$ cat src/lmsp_pkg.sv
/*
  Constants, register map and carrier types for the LED matrix scan and PWM control block.
  Assumes a 10 MHz system clock and a byte-wide register port fed by a serial slave front end.
*/
package lmsp_pkg;

  // Matrix geometry
  localparam int unsigned ROWS = 9;
  localparam int unsigned COLS = 9;
  localparam int unsigned LEDS = ROWS * COLS;

  // Register offsets
  localparam logic [7:0] ADDR_ROW_FORCE_ON_UPPER = 8'h2F;
  localparam logic [7:0] ADDR_ROW_MASK_LOWER = 8'h30;
  localparam logic [7:0] ADDR_ROW_MASK_UPPER = 8'h31;
  localparam logic [7:0] ADDR_SLOPE_TIME_CONTROL = 8'h32;
  localparam logic [7:0] ADDR_MELODY_ON_COMP = 8'h33;
  localparam logic [7:0] ADDR_SCAN_COLUMN_COUNT = 8'h36;
  localparam logic [7:0] ADDR_DUTY_FIRST = 8'h40;
  localparam logic [7:0] ADDR_DUTY_LAST = 8'h90;

  // Reset values
  localparam logic [2:0] RST_ROW_FORCE_ON_UPPER = 3'h0;
  localparam logic [5:0] RST_ROW_MASK_LOWER = 6'h00;
  localparam logic [2:0] RST_ROW_MASK_UPPER = 3'h0;
  localparam logic [4:0] RST_SLOPE_TIME_CONTROL = 5'h00;
  localparam logic [2:0] RST_MELODY_ON_COMP = 3'h3;
  localparam logic [3:0] RST_SCAN_COLUMN_COUNT = 4'h8;
  localparam logic [7:0] RST_DUTY = 8'h00;

  // Field positions in the slope time register
  localparam int unsigned FADE_OUT_DOUBLE_BIT = 4;
  localparam int unsigned OFF_EXT_LSB = 2;
  localparam int unsigned ON_EXT_LSB = 0;

  // Scan-count code that means every column; larger codes behave the same
  localparam logic [3:0] SCAN_ALL_CODE = 4'h8;

  // Scan slot timing in logic clocks
  localparam int unsigned SLOT_CLKS = 255;
  localparam int unsigned GAP_CLKS = 4;
  localparam logic [7:0] SLOT_LAST = 8'(SLOT_CLKS - 1);
  localparam logic [7:0] SLOT_ACTIVE_END = 8'(SLOT_CLKS - GAP_CLKS);

  // Melody on-time compensation step
  localparam int unsigned CLK_PERIOD_NS = 100;
  localparam int unsigned MELODY_STEP_NS = 1940;
  localparam int unsigned MELODY_STEP_CLKS =
    (MELODY_STEP_NS / CLK_PERIOD_NS) > 0 ? (MELODY_STEP_NS / CLK_PERIOD_NS) : 1;

  // Extension multiplier codes
  typedef enum logic [1:0] {
    EXT_X1 = 2'b00,
    EXT_QUARTER = 2'b01,
    EXT_HALF = 2'b10,
    EXT_X2 = 2'b11
  } lmsp_ext_t;

  typedef struct packed {
    logic fade_out_double;
    lmsp_ext_t off_phase_extension;
    lmsp_ext_t on_phase_extension;
  } lmsp_slope_ctl_t;

  typedef struct packed {
    logic [16:0] fade_in_time;
    logic [16:0] on_hold_time;
    logic [16:0] fade_out_time;
    logic [16:0] off_hold_time;
  } lmsp_phase_times_t;

endpackage

$ cat src/lmsp_slope_timer.sv
/*
  Derives the four slope phase durations from the base slope time and the slope control fields.
  Assumes the base slope time is already a cycle count chosen by the per-LED setting logic.
*/
`timescale 1ns/1ps
`default_nettype none

module lmsp_slope_timer (
  // Inputs
  input wire logic [15:0] base_slope_time,
  input wire lmsp_pkg::lmsp_slope_ctl_t slope_ctl,
  // Result
  output lmsp_pkg::lmsp_phase_times_t phase_times
);

  logic [16:0] base_ext;

  function automatic logic [16:0] scale(input logic [16:0] t, input lmsp_pkg::lmsp_ext_t code);
    logic [16:0] r;
    r = t;
    case (code)
      lmsp_pkg::EXT_X1: r = t;
      lmsp_pkg::EXT_QUARTER: r = t >> 2;
      lmsp_pkg::EXT_HALF: r = t >> 1;
      lmsp_pkg::EXT_X2: r = t << 1;
      default: r = t;
    endcase
    return r;
  endfunction

  assign base_ext = {1'b0, base_slope_time};

  always_comb begin
    phase_times.fade_in_time = base_ext;
    // Applies to firefly and PWM fade alike: fade-out is twice fade-in when fade_out_double is set, else equal to it
    phase_times.fade_out_time = slope_ctl.fade_out_double ? (base_ext << 1) : base_ext;
    phase_times.off_hold_time = scale(base_ext, slope_ctl.off_phase_extension);
    phase_times.on_hold_time = scale(base_ext, slope_ctl.on_phase_extension);
  end

endmodule

`default_nettype wire

$ cat src/lmsp_scan_pwm_control.sv
/*
  Register bank, row scan sequencer and per-LED PWM for the 9x9 LED matrix driver.
  Assumes a serial slave front end turns bus writes and reads into single-cycle strobes,
  and that matrix enable, PWM enables, column constant mode and the lower row force-on
  bits come from registers held elsewhere.

*/
`timescale 1ns/1ps
`default_nettype none

module lmsp_scan_pwm_control (
  // Clock and reset
  input wire logic sys_clk,
  input wire logic rst,
  // Register port from the serial slave
  input wire logic reg_wr,
  input wire logic reg_rd,
  input wire logic [7:0] reg_addr,
  input wire logic [7:0] reg_wdata,
  output logic [7:0] reg_rdata,
  // Settings held outside this block
  input wire logic matrix_enable,
  input wire logic [5:0] row_force_on_lower,
  input wire logic [lmsp_pkg::COLS-1:0] column_constant_mode,
  input wire logic [lmsp_pkg::LEDS-1:0] led_pwm_enable,
  input wire logic [15:0] base_slope_time,
  // Matrix drive
  output logic [lmsp_pkg::ROWS-1:0] row_switch_on,
  output logic [lmsp_pkg::COLS-1:0] column_sink_on,
  output logic [3:0] scan_row,
  // Slope and melody timing
  output lmsp_pkg::lmsp_phase_times_t phase_times,
  output logic [7:0] melody_extra_clks
);

  // Register bank
  logic [2:0] row_force_on_upper_q, row_force_on_upper_d;
  logic [5:0] row_mask_lower_q, row_mask_lower_d;
  logic [2:0] row_mask_upper_q, row_mask_upper_d;
  lmsp_pkg::lmsp_slope_ctl_t slope_time_control_q, slope_time_control_d;
  logic [2:0] melody_on_compensation_q, melody_on_compensation_d;
  logic [3:0] scan_column_count_q, scan_column_count_d;
  logic [7:0] reg_rdata_q, reg_rdata_d;
  logic [7:0] duty_mem [lmsp_pkg::LEDS];
  logic duty_hit;
  logic [7:0] duty_index;

  assign duty_hit = (reg_addr >= lmsp_pkg::ADDR_DUTY_FIRST) &&
                    (reg_addr <= lmsp_pkg::ADDR_DUTY_LAST);
  assign duty_index = reg_addr - lmsp_pkg::ADDR_DUTY_FIRST;

  always_comb begin
    row_force_on_upper_d = row_force_on_upper_q;
    row_mask_lower_d = row_mask_lower_q;
    row_mask_upper_d = row_mask_upper_q;
    slope_time_control_d = slope_time_control_q;
    melody_on_compensation_d = melody_on_compensation_q;
    scan_column_count_d = scan_column_count_q;
    if (reg_wr) begin
      // Only the implemented bits are stored, the rest are dropped
      case (reg_addr)
        lmsp_pkg::ADDR_ROW_FORCE_ON_UPPER: row_force_on_upper_d = reg_wdata[2:0];
        lmsp_pkg::ADDR_ROW_MASK_LOWER: row_mask_lower_d = reg_wdata[5:0];
        lmsp_pkg::ADDR_ROW_MASK_UPPER: row_mask_upper_d = reg_wdata[2:0];
        lmsp_pkg::ADDR_SLOPE_TIME_CONTROL: slope_time_control_d = reg_wdata[4:0];
        lmsp_pkg::ADDR_MELODY_ON_COMP: melody_on_compensation_d = reg_wdata[2:0];
        lmsp_pkg::ADDR_SCAN_COLUMN_COUNT: scan_column_count_d = reg_wdata[3:0];
        default: begin
        end
      endcase
    end
  end

  always_comb begin
    reg_rdata_d = reg_rdata_q;
    if (reg_rd) begin
      case (reg_addr)
        lmsp_pkg::ADDR_ROW_FORCE_ON_UPPER: reg_rdata_d = {5'h00, row_force_on_upper_q};
        lmsp_pkg::ADDR_ROW_MASK_LOWER: reg_rdata_d = {2'h0, row_mask_lower_q};
        lmsp_pkg::ADDR_ROW_MASK_UPPER: reg_rdata_d = {5'h00, row_mask_upper_q};
        lmsp_pkg::ADDR_SLOPE_TIME_CONTROL: reg_rdata_d = {3'h0, slope_time_control_q};
        lmsp_pkg::ADDR_MELODY_ON_COMP: reg_rdata_d = {5'h00, melody_on_compensation_q};
        lmsp_pkg::ADDR_SCAN_COLUMN_COUNT: reg_rdata_d = {4'h0, scan_column_count_q};
        default: reg_rdata_d = duty_hit ? duty_mem[duty_index[6:0]] : 8'h00;
      endcase
    end
  end

  always_ff @(posedge sys_clk or posedge rst) begin
    if (rst) begin
      row_force_on_upper_q <= lmsp_pkg::RST_ROW_FORCE_ON_UPPER;
      row_mask_lower_q <= lmsp_pkg::RST_ROW_MASK_LOWER;
      row_mask_upper_q <= lmsp_pkg::RST_ROW_MASK_UPPER;
      slope_time_control_q <= lmsp_pkg::RST_SLOPE_TIME_CONTROL;
      melody_on_compensation_q <= lmsp_pkg::RST_MELODY_ON_COMP;
      scan_column_count_q <= lmsp_pkg::RST_SCAN_COLUMN_COUNT;
      reg_rdata_q <= 8'h00;
    end else begin
      row_force_on_upper_q <= row_force_on_upper_d;
      row_mask_lower_q <= row_mask_lower_d;
      row_mask_upper_q <= row_mask_upper_d;
      slope_time_control_q <= slope_time_control_d;
      melody_on_compensation_q <= melody_on_compensation_d;
      scan_column_count_q <= scan_column_count_d;
      reg_rdata_q <= reg_rdata_d;
    end
  end

  // Duty storage: a plain array, written in place to avoid an 81-word next-state copy
  always_ff @(posedge sys_clk or posedge rst) begin
    if (rst) begin
      for (int i = 0; i < lmsp_pkg::LEDS; i++) begin
        duty_mem[i] <= lmsp_pkg::RST_DUTY;
      end
    end else if (reg_wr && duty_hit) begin
      duty_mem[duty_index[6:0]] <= reg_wdata;
    end
  end

  // Scan sequencer
  logic [7:0] slot_cnt_q, slot_cnt_d;
  logic [3:0] scan_row_q, scan_row_d;
  logic [7:0] pwm_cnt_q, pwm_cnt_d;
  logic [3:0] last_row;
  logic slot_active;

  // Codes above the all-columns code clamp to it
  assign last_row = (scan_column_count_q >= lmsp_pkg::SCAN_ALL_CODE) ?
                    lmsp_pkg::SCAN_ALL_CODE : scan_column_count_q;
  assign slot_active = slot_cnt_q < lmsp_pkg::SLOT_ACTIVE_END;

  always_comb begin
    slot_cnt_d = slot_cnt_q + 8'h01;
    scan_row_d = scan_row_q;
    // Free-running 8-bit count so that a duty of N is on for N of 256 clocks
    pwm_cnt_d = pwm_cnt_q + 8'h01;
    if (!matrix_enable) begin
      slot_cnt_d = 8'h00;
      scan_row_d = 4'h0;
    end else if (slot_cnt_q == lmsp_pkg::SLOT_LAST) begin
      slot_cnt_d = 8'h00;
      // A shrunk count takes effect at the next slot boundary
      scan_row_d = (scan_row_q >= last_row) ? 4'h0 : scan_row_q + 4'h1;
    end
  end

  always_ff @(posedge sys_clk or posedge rst) begin
    if (rst) begin
      slot_cnt_q <= 8'h00;
      scan_row_q <= 4'h0;
      pwm_cnt_q <= 8'h00;
    end else begin
      slot_cnt_q <= slot_cnt_d;
      scan_row_q <= scan_row_d;
      pwm_cnt_q <= pwm_cnt_d;
    end
  end

  // Matrix drive
  logic [lmsp_pkg::ROWS-1:0] row_force, row_mask, row_on_d, row_on_q;
  logic [lmsp_pkg::COLS-1:0] col_on_d, col_on_q;
  logic [6:0] led_base;

  assign row_force = {row_force_on_upper_q, row_force_on_lower};
  assign row_mask = {row_mask_upper_q, row_mask_lower_q};
  assign led_base = 7'(scan_row_q * lmsp_pkg::COLS);

  for (genvar r = 0; r < lmsp_pkg::ROWS; r++) begin : g_row
    always_comb begin
      if (!matrix_enable || row_mask[r]) begin
        row_on_d[r] = 1'b0;
      end else if (row_force[r]) begin
        row_on_d[r] = 1'b1;
      end else begin
        row_on_d[r] = slot_active && (scan_row_q == 4'(r));
      end
    end
  end

  for (genvar c = 0; c < lmsp_pkg::COLS; c++) begin : g_col
    logic [6:0] idx;
    logic pwm_on;
    assign idx = led_base + 7'(c);
    // Duty is ignored unless the LED's PWM enable is set
    assign pwm_on = led_pwm_enable[idx] ? (pwm_cnt_q < duty_mem[idx]) : 1'b1;
    always_comb begin
      if (!matrix_enable) begin
        col_on_d[c] = 1'b0;
      end else if (column_constant_mode[c]) begin
        col_on_d[c] = 1'b1;
      end else if (row_mask[scan_row_q]) begin
        col_on_d[c] = 1'b0;
      end else if (row_force[scan_row_q]) begin
        col_on_d[c] = 1'b1;
      end else begin
        col_on_d[c] = slot_active && pwm_on;
      end
    end
  end

  always_ff @(posedge sys_clk or posedge rst) begin
    if (rst) begin
      row_on_q <= '0;
      col_on_q <= '0;
    end else begin
      row_on_q <= row_on_d;
      col_on_q <= col_on_d;
    end
  end

  // Slope and melody timing
  lmsp_pkg::lmsp_phase_times_t phase_d, phase_q;
  logic [7:0] melody_d, melody_q;

  lmsp_slope_timer u_slope_timer (
    .base_slope_time(base_slope_time),
    .slope_ctl(slope_time_control_q),
    .phase_times(phase_d)
  );

  assign melody_d = 8'(melody_on_compensation_q * lmsp_pkg::MELODY_STEP_CLKS);

  always_ff @(posedge sys_clk or posedge rst) begin
    if (rst) begin
      phase_q <= '0;
      melody_q <= 8'h00;
    end else begin
      phase_q <= phase_d;
      melody_q <= melody_d;
    end
  end

  assign reg_rdata = reg_rdata_q;
  assign row_switch_on = row_on_q;
  assign column_sink_on = col_on_q;
  assign scan_row = scan_row_q;
  assign phase_times = phase_q;
  assign melody_extra_clks = melody_q;

endmodule

`default_nettype wire

$ cat config.mk
export PLATFORM = sky130hd
export DESIGN_NAME = lmsp_scan_pwm_control
export DESIGN_NICKNAME = d
export VERILOG_FILES = /design/src/lmsp_pkg.sv /design/src/lmsp_slope_timer.sv /design/src/lmsp_scan_pwm_control.sv
export SDC_FILE = /design/constraint.sdc
export NUM_CORES = 2
export LEC_CHECK = 0
export BUFFER_PORTS_ARGS = -buffer_cell sky130_fd_sc_hd__buf_2
export CORE_MARGIN = 1
export CORE_UTILIZATION = 55
export CTS_CLUSTER_DIAMETER = 50
export CTS_CLUSTER_SIZE = 40
export DETAILED_ROUTE_END_ITERATION = 12
export PLACE_DENSITY = 0.75
export SLEW_MARGIN = 20
export SYNTH_ARGS = -nofsm -noshare
export SYNTH_HDL_FRONTEND = slang
export SYNTH_SLANG_ARGS = --single-unit
$ cat constraint.sdc
create_clock -name sys_clk -period 25.3 [get_ports sys_clk]
set_input_delay 1.265 -clock sys_clk [delete_from_list [all_inputs] [get_ports sys_clk]]
set_output_delay 1.265 -clock sys_clk [all_outputs]
set_load 0.005 [all_outputs]
== After elaboration in Yosys (flattened, before gate mapping) ==
Index checks and enable logic that the tools add are counted.

* Register bits: 793
* Bits in latches: 0
* RAM bits: 0
* ROM bits: 0
* Bits of input ports: 133
* Output and inout port bits: 106
* Logic and storage cells: 350
* Memories: 0

* Add/subtract/negate cells: 12
* Multipliers: 2
* Divide/modulo/power cells: 0
* Magnitude comparators: 35
* Equality and inequality tests: 22
* Shift operators: 0
* Mux-type cells: 129
* Bitwise gates (word level): 10
* Reduce and logical (&&, ||, !) cells: 40

{| class="wikitable"
|+ Operators with widths
! kind !! count
|-
| $bwmux W648 || 1
|-
| $bmux W8 S7 || 10
|-
| $mux W8 || 24
|-
| $pmux W17 S4 || 2
|-
| $ge A8 B8 Y1 const B || 10
|-
| $not A7 Y8 || 10
|-
| $mux W1 || 74
|-
| $lt A7 B8 Y1 const B || 9
|-
| $lt A8 B8 Y1 || 9
|-
| $bmux W1 S7 || 9
|-
| $demux W8 S7 || 1
|-
| $eq A8 B6 Y1 const B || 6
|-
| $pmux W8 S6 || 1
|-
| $add A7 B3 Y7 const B || 4
|-
| $logic_and A1 B1 Y1 || 21
|-
| $mux W17 || 1
|-
| $add A8 B1 Y8 const B || 2
|-
| $eq A4 B3 Y1 const B || 4
|-
| $mux W4 || 4
|-
| $add A7 B2 Y7 const B || 2
|-
| $reduce_and A2 Y1 || 6
|-
| $logic_or A1 B1 Y1 || 9
|-
| $bmux W1 S4 || 2
|-
| $eq A2 B2 Y1 const B || 4
|-
| 22 further kinds || 25
|}

== Depth between registers and ports, before layout ==
* Word-level depth: 13
* Depth in mapped cells: 26
* Depth with buffers taken out: 17

== Cells and area by module ==
A second synthesis with hierarchy kept.

* Cells, all modules: 5598
* Area, all modules: 69834.5 um2

{| class="wikitable"
|+ Modules (own cells, without submodules)
! module !! times used !! cells an instance !! area each (um2) !! seq. area each (um2)
|-
| lmsp_scan_pwm_control || 1 || 5507 || 68690.9 || 19872.8
|-
| lmsp_slope_timer || 1 || 91 || 1143.6 || 0.0
|}

== Worst setup path before layout ==
No wires, ideal clock.

* Path kind: register to register
* From: register scan_row_q[1], in the netlist scan_row[1]
* To: register col_on_q, in the netlist column_sink_on[3]
* Library setup time: 0.082 ns
* Arrival: 5.805 ns
* Required time: 25.218 ns
* Slack: 19.413 ns
* Cell stages (with the launch flop): 24
* Buffers on the path: 8
* Clock period less this slack: 5.887 ns
* Cells stage by stage: dfrtp_1 > buf_2 > buf_4 > buf_2 > buf_2 > inv_1 > ha_1 > buf_4 > buf_2 > clkbuf_1 > buf_1 > mux4_2 > mux2i_1 > nor3_1 > nor3_1 > o21ai_0 > a32oi_1 > ha_1 > a21o_1 > a211oi_1 > nand2_1 > or4_1 > or4_1 > a31oi_1

* Cells in the longest elaborated chain, start to end: 13
* Elaborated cells between the ends (all ways): 19
* Those cells by class: 1 x add/sub; 1 x mul; 1 x order compare; 14 x mux; 1 x bitwise; 1 x reduce/logical

{| class="wikitable"
|+ RTL lines
! item !! RTL line !! RTL
|-
| from (decl) || lmsp_scan_pwm_control.sv:122 || <nowiki>logic [3:0] scan_row_q, scan_row_d;</nowiki>
|-
| from (signal assigned) || lmsp_scan_pwm_control.sv:154 || <nowiki>scan_row_q <= scan_row_d;</nowiki>
|-
| $mul A4 B4 Y7 || lmsp_scan_pwm_control.sv:166 || <nowiki>assign led_base = 7'(scan_row_q * lmsp_pkg::COLS);</nowiki>
|-
| $add A7 B2 Y7 || lmsp_scan_pwm_control.sv:183 || <nowiki>assign idx = led_base + 7'(c);</nowiki>
|-
| $not A7 Y8 (not written as such) || lmsp_scan_pwm_control.sv:185 || <nowiki>assign pwm_on = led_pwm_enable[idx] ? (pwm_cnt_q < duty_mem[idx]) : 1'b1;</nowiki>
|-
| $bmux W8 S7 || lmsp_scan_pwm_control.sv:185 ||
|-
| $mux W8 (not written as such) (2 in a row) || lmsp_scan_pwm_control.sv:185 ||
|-
| $lt A8 B8 Y1 || lmsp_scan_pwm_control.sv:185 ||
|-
| $mux W1 || lmsp_scan_pwm_control.sv:185 ||
|-
| $logic_and A1 B1 Y1 || lmsp_scan_pwm_control.sv:196 || <nowiki>col_on_d[c] = slot_active && pwm_on;</nowiki>
|-
| $mux W1 || lmsp_scan_pwm_control.sv:193 || <nowiki>end else if (row_force[scan_row_q]) begin</nowiki>
|-
| $mux W1 (*) || lmsp_scan_pwm_control.sv:191 || <nowiki>end else if (row_mask[scan_row_q]) begin</nowiki>
|-
| $mux W1 (*) || lmsp_scan_pwm_control.sv:189 || <nowiki>end else if (column_constant_mode[c]) begin</nowiki>
|-
| $mux W1 (*) || lmsp_scan_pwm_control.sv:187 || <nowiki>if (!matrix_enable) begin</nowiki>
|-
| via col_on_d, one bit || lmsp_scan_pwm_control.sv:161 || <nowiki>logic [lmsp_pkg::COLS-1:0] col_on_d, col_on_q;</nowiki>
|-
| to (signal assigned) || lmsp_scan_pwm_control.sv:207 || <nowiki>col_on_q <= col_on_d;</nowiki>
|-
| to (decl) || lmsp_scan_pwm_control.sv:161 ||
|}

The timed path passes the listed nets; every way through them passes the cells marked *. The select of a mux whose other input is x is not followed.
A chain may end at the register's enable or synchronous reset.

== Worst setup path in the final report ==
* From: register scan_row_q[0], in the netlist scan_row[0]
* To: register col_on_q, in the netlist column_sink_on[7]

* Cells in the longest elaborated chain, start to end: 13
* Elaborated cells between the ends (all ways): 19
* Those cells by class: 1 x add/sub; 1 x mul; 1 x order compare; 14 x mux; 1 x bitwise; 1 x reduce/logical

{| class="wikitable"
|+ RTL lines
! item !! RTL line
|-
| $mul A4 B4 Y7 || lmsp_scan_pwm_control.sv:166
|-
| $add A7 B3 Y7 || lmsp_scan_pwm_control.sv:183
|-
| $not A7 Y8 (not written as such) || lmsp_scan_pwm_control.sv:185
|-
| $bmux W8 S7 || lmsp_scan_pwm_control.sv:185
|-
| $mux W8 (not written as such) (2 in a row) || lmsp_scan_pwm_control.sv:185
|-
| $lt A8 B8 Y1 || lmsp_scan_pwm_control.sv:185
|-
| $mux W1 || lmsp_scan_pwm_control.sv:185
|-
| $logic_and A1 B1 Y1 || lmsp_scan_pwm_control.sv:196
|-
| $mux W1 || lmsp_scan_pwm_control.sv:193
|-
| $mux W1 (*) || lmsp_scan_pwm_control.sv:191
|-
| $mux W1 (*) || lmsp_scan_pwm_control.sv:189
|-
| $mux W1 (*) || lmsp_scan_pwm_control.sv:187
|-
| via col_on_d, one bit || lmsp_scan_pwm_control.sv:161
|}

Marks and branches as above.

==> flow_summary_export.csv <==
group,metric,value,unit
outcome,outcome,"finished clean",
synthesis,synthFlopType,"dfrtp_1",
placement,numPortBuffers,237,
die,core_area,125400,um^2
run,maxCapViolations,0,
die,die_w,357.3,um
global_routing,grt.overflow.total,0,
routing,viasPerCell,8.704,
finish,layout_common_cells,"mux4_2 (1078), dfrtp_1 (786), mux2_2 (747)",
finish,final_common_cell,"mux4_2",
routing,vias,62000,
worst_setup_path,slowest_delay,890,ps
global_routing,grtUsageTotal,54.43,%
worst_setup_path,cp-end-kind,"register",
worst_setup_path,cp_top_family,"buffers and inverters",
timing,period_minus_slack,9461,ps
clock_tree,cts_buffers,109,
timing,rsz0062_at_grt,"no",
worst_setup_path,critPathLaunchType,"register",
power_and_ir_drop,power.internal,2.417,mW
clock_tree,clock_sinks,793,
synthesis,ys_ff_latch,793,
global_routing,grt_pass1_vias,56940,
worst_setup_path,critical_path_buf_inv_count,6,
clock_tree,cts_setup_buffers,0,
synthesis,synthArstFlopShare,100.0,%
synthesis,ys_types,93,
synthesis,synth_cells,5358,
clock_tree,hold_buffers,0,
routing,drt_first_pass_iters,9,
power_and_ir_drop,worst_ir_drop_vdd,0.08568,mV
timing,period_share,37.40,%
timing,max_freq,105.7,MHz
power_and_ir_drop,p_switching,1.097,mW
synthesis,synth.avg_cell_area,12.96,um^2
synthesis,synth_edf_count,0,
timing,finalHoldViolCount,0,
power_and_ir_drop,power_frac_seq,39.5,%
worst_setup_path,critPathMostFrequentCell,"buf_4",
clock_tree,cts.htree.levels,3,
routing,wl,348100,um
synthesis,seq_area_frac_synth,28.58,%
timing,maxSlewViolCount,0,
global_routing,grt_max_degree,131,
timing,finalSetupViolations,0,
die,num_io_pins,239,
die,core.rowCount,130,
worst_setup_path,cp_cell_sequence,"buf_4 > buf_4 > buf_4 > buf_4 > buf_4 > buf_4 > mux4_2 > mux4_2 > mux2i_1 > nand2_1 > a31oi_1 > ha_1 > a21o_1 > a21o_1 > a211oi_1 > nand2_1 > a2111o_1 > nand4_1",
worst_setup_path,critPathKind,"register to register",
clock_tree,cts_resized,0,
finish,layout-area-overhead-vs-synth,9.876,%
worst_setup_path,slowest_stage,"dfrtp_4",
worst_setup_path,required,25980,ps
timing,finalClockSkew,51.91,ps
global_routing,grt_pass1_wl,474200,um
timing,fin_tns_setup,0,ps
die,die-area,127700,um^2
timing,holdWs,518.1,ps
clock_tree,cts.clk_slew.worst_paths,70,ps
power_and_ir_drop,p_leak,29.77,nW
routing,drt_iter0_drc,11460,
clock_tree,clk-insertion-delay-late,800,ps
power_and_ir_drop,combPwrFrac,12.6,%
clock_tree,clock_path_buffers,3,
power_and_ir_drop,pwr-share-clk,47.9,%
synthesis,yosys_warnings,0,
worst_setup_path,crit_path_max_fanout,64,
clock_tree,cts_tree,"done",
timing,relSlewSlack,3.599,%
routing,routedWlPerCell,48.87,um
min_path,hold_class,"register to register",
power_and_ir_drop,power_density,46.05,nW/um^2
die,start_util,55.37,%
finish,finalNetCount,5575,
placement,place_congestion,1.117,
worst_setup_path,cp_data_arrival_time,10140,ps
synthesis,syn-cell-area,69440,um^2
routing,ant_nets,0,
global_routing,grt_antenna_before_repair,48,
finish,drive_gt1_share,47.24,%
placement,hpwlAfterDp,241500,um
clock_tree,cts-root-buf,"clkbuf_16",
timing,worst_pin_slew,1436,ps
power_and_ir_drop,swShare,31.22,%
routing,drc,0,
synthesis,syn_nets,5584,
die,dieHeight,357.3,um
finish,fill_cells,9789,
-- sequential cells by signal, indices dropped and copies added, names as in the netlist, 8 cells and up --
name and flops:
pwm_cnt_q 8, slot_cnt_q 8, reg_rdata 8, duty_mem 648, phase_times 67, melody_extra_clks 8, row_switch_on 9, column_sink_on 9
-- worst reg2reg max path, delay by kind of cell, from the launching register on --
kind | cells | cell delay (ps)
adders and majority gates | 1 | 350
and+or+nand+nor | 3 | 330
buffers and inverters | 6 | 4530
AOI/OAI and AO/OA | 5 | 1460
DFF | 1 | 890
muxes | 3 | 1840
-- per-stage QoR --
stage	util, %	area [um^2]	std cells	power (mW)	worst slack (ps)
finish	60.84	76300	7123	3.514	15840
global route	60.78	76220	7091	3.572	15310
CTS	60.69	76110	7088	3.480	16090
detailed placement	57.52	72130	6886	1.820	16110
global placement	57.49	72100	6885	1.812	16180
floorplan	-	69440	5358	1.625	1773
-- Yosys cell counts (16+ instances only) --
master / n / area [um^2]
clkbuf_1: 265 / 994.7
dfrtp_1: 790 / 19770
and2_1: 16 / 100.1
nor2_2: 26 / 162.7
nor2b_1: 22 / 137.6
mux2_2: 747 / 8412
a31oi_1: 31 / 193.9
a221o_1: 16 / 160.2
nand2_1: 494 / 1854
xnor2_1: 41 / 359.1
a21o_1: 20 / 150.1
a21oi_1: 152 / 760.7
inv_1: 25 / 93.84
mux4_2: 1078 / 24280
nand4_1: 35 / 219.0
a22oi_1: 182 / 1366
ha_1: 93 / 1164
o22ai_1: 23 / 143.9
a22o_1: 18 / 157.7
a2111oi_0: 28 / 245.2
buf_1: 62 / 232.7
o21ai_0: 129 / 645.6
nor2_1: 100 / 375.4
nor3_1: 38 / 190.2
and3_1: 23 / 143.9
buf_2: 164 / 820.8
buf_4: 40 / 300.3
mux2_1: 18 / 202.7
a311oi_1: 25 / 219.0
mux2i_1: 180 / 1802
a221oi_1: 73 / 639.4
nand3_1: 105 / 525.5
-- logic make-up (layout without fill, tap and decap cells) --
kind of cell | Yosys count | after routing | share of synthesized area (%)
buffers and inverters | 571 | 653 | 3.708
AOI/OAI and AO/OA | 862 | 862 | 8.832
muxes | 2023 | 2023 | 49.96
and+or+nand+nor | 957 | 957 | 6.483
DFF | 793 | 793 | 28.58
adders and majority gates | 93 | 93 | 1.676
xor gates and xnor gates | 58 | 58 | 0.7532
other | 1 | 34 | 0.005400
-- power by group through the flow --
stage	Clock (mW)	Sequential (mW)	Combinational, mW
after CTS	1.68	1.38	0.416
after global routing	1.73	1.39	0.446
after detailed placement	0	1.41	0.414
after global placement	0	1.40	0.408
final	1.68	1.39	0.443
after floorplan	0	1.38	0.247
-- routing by layer --
layer	up-vias	track usage, %	routed length (um)
li1	22140	-	-
met1	31380	65.54	111900
met2	6603	72.35	136800
met3	1833	30.34	63420
met4	46	40.51	35440
met5	-	0.3333	525
-- cell type report --
cell class	instances	area, um^2	share of cell area (%)
Clock inverter	85	1164	1.525
Tap cell	1650	2064	2.706
Sequential cell	793	19860	26.03
Timing Repair Buffer	422	2749	3.603
Clock buffer	117	2819	3.695
Multi-Input combinational cell	3994	47440	62.18
Antenna cell	33	82.58	0.1082
Inverter	29	118.9	0.1558
-- path summary, 6_finish.rpt --
path / from / to / slack [ps] / cells past startpoint
max: scan_row[0] / column_sink_on[7] / 15840 / 18
max reg2reg: scan_row[0] / column_sink_on[7] / 15840 / 18
min reg2reg: row_mask_upper_q[1] / row_switch_on[7] / 520 / 1
max in group asynchronous: rst / duty_mem[493] / 22340 / 4
min in group asynchronous: rst / duty_mem[214] / 640 / 2
min: row_mask_upper_q[1] / row_switch_on[7] / 520 / 1
No activity file was read; power rests on OpenSTA's default activity.
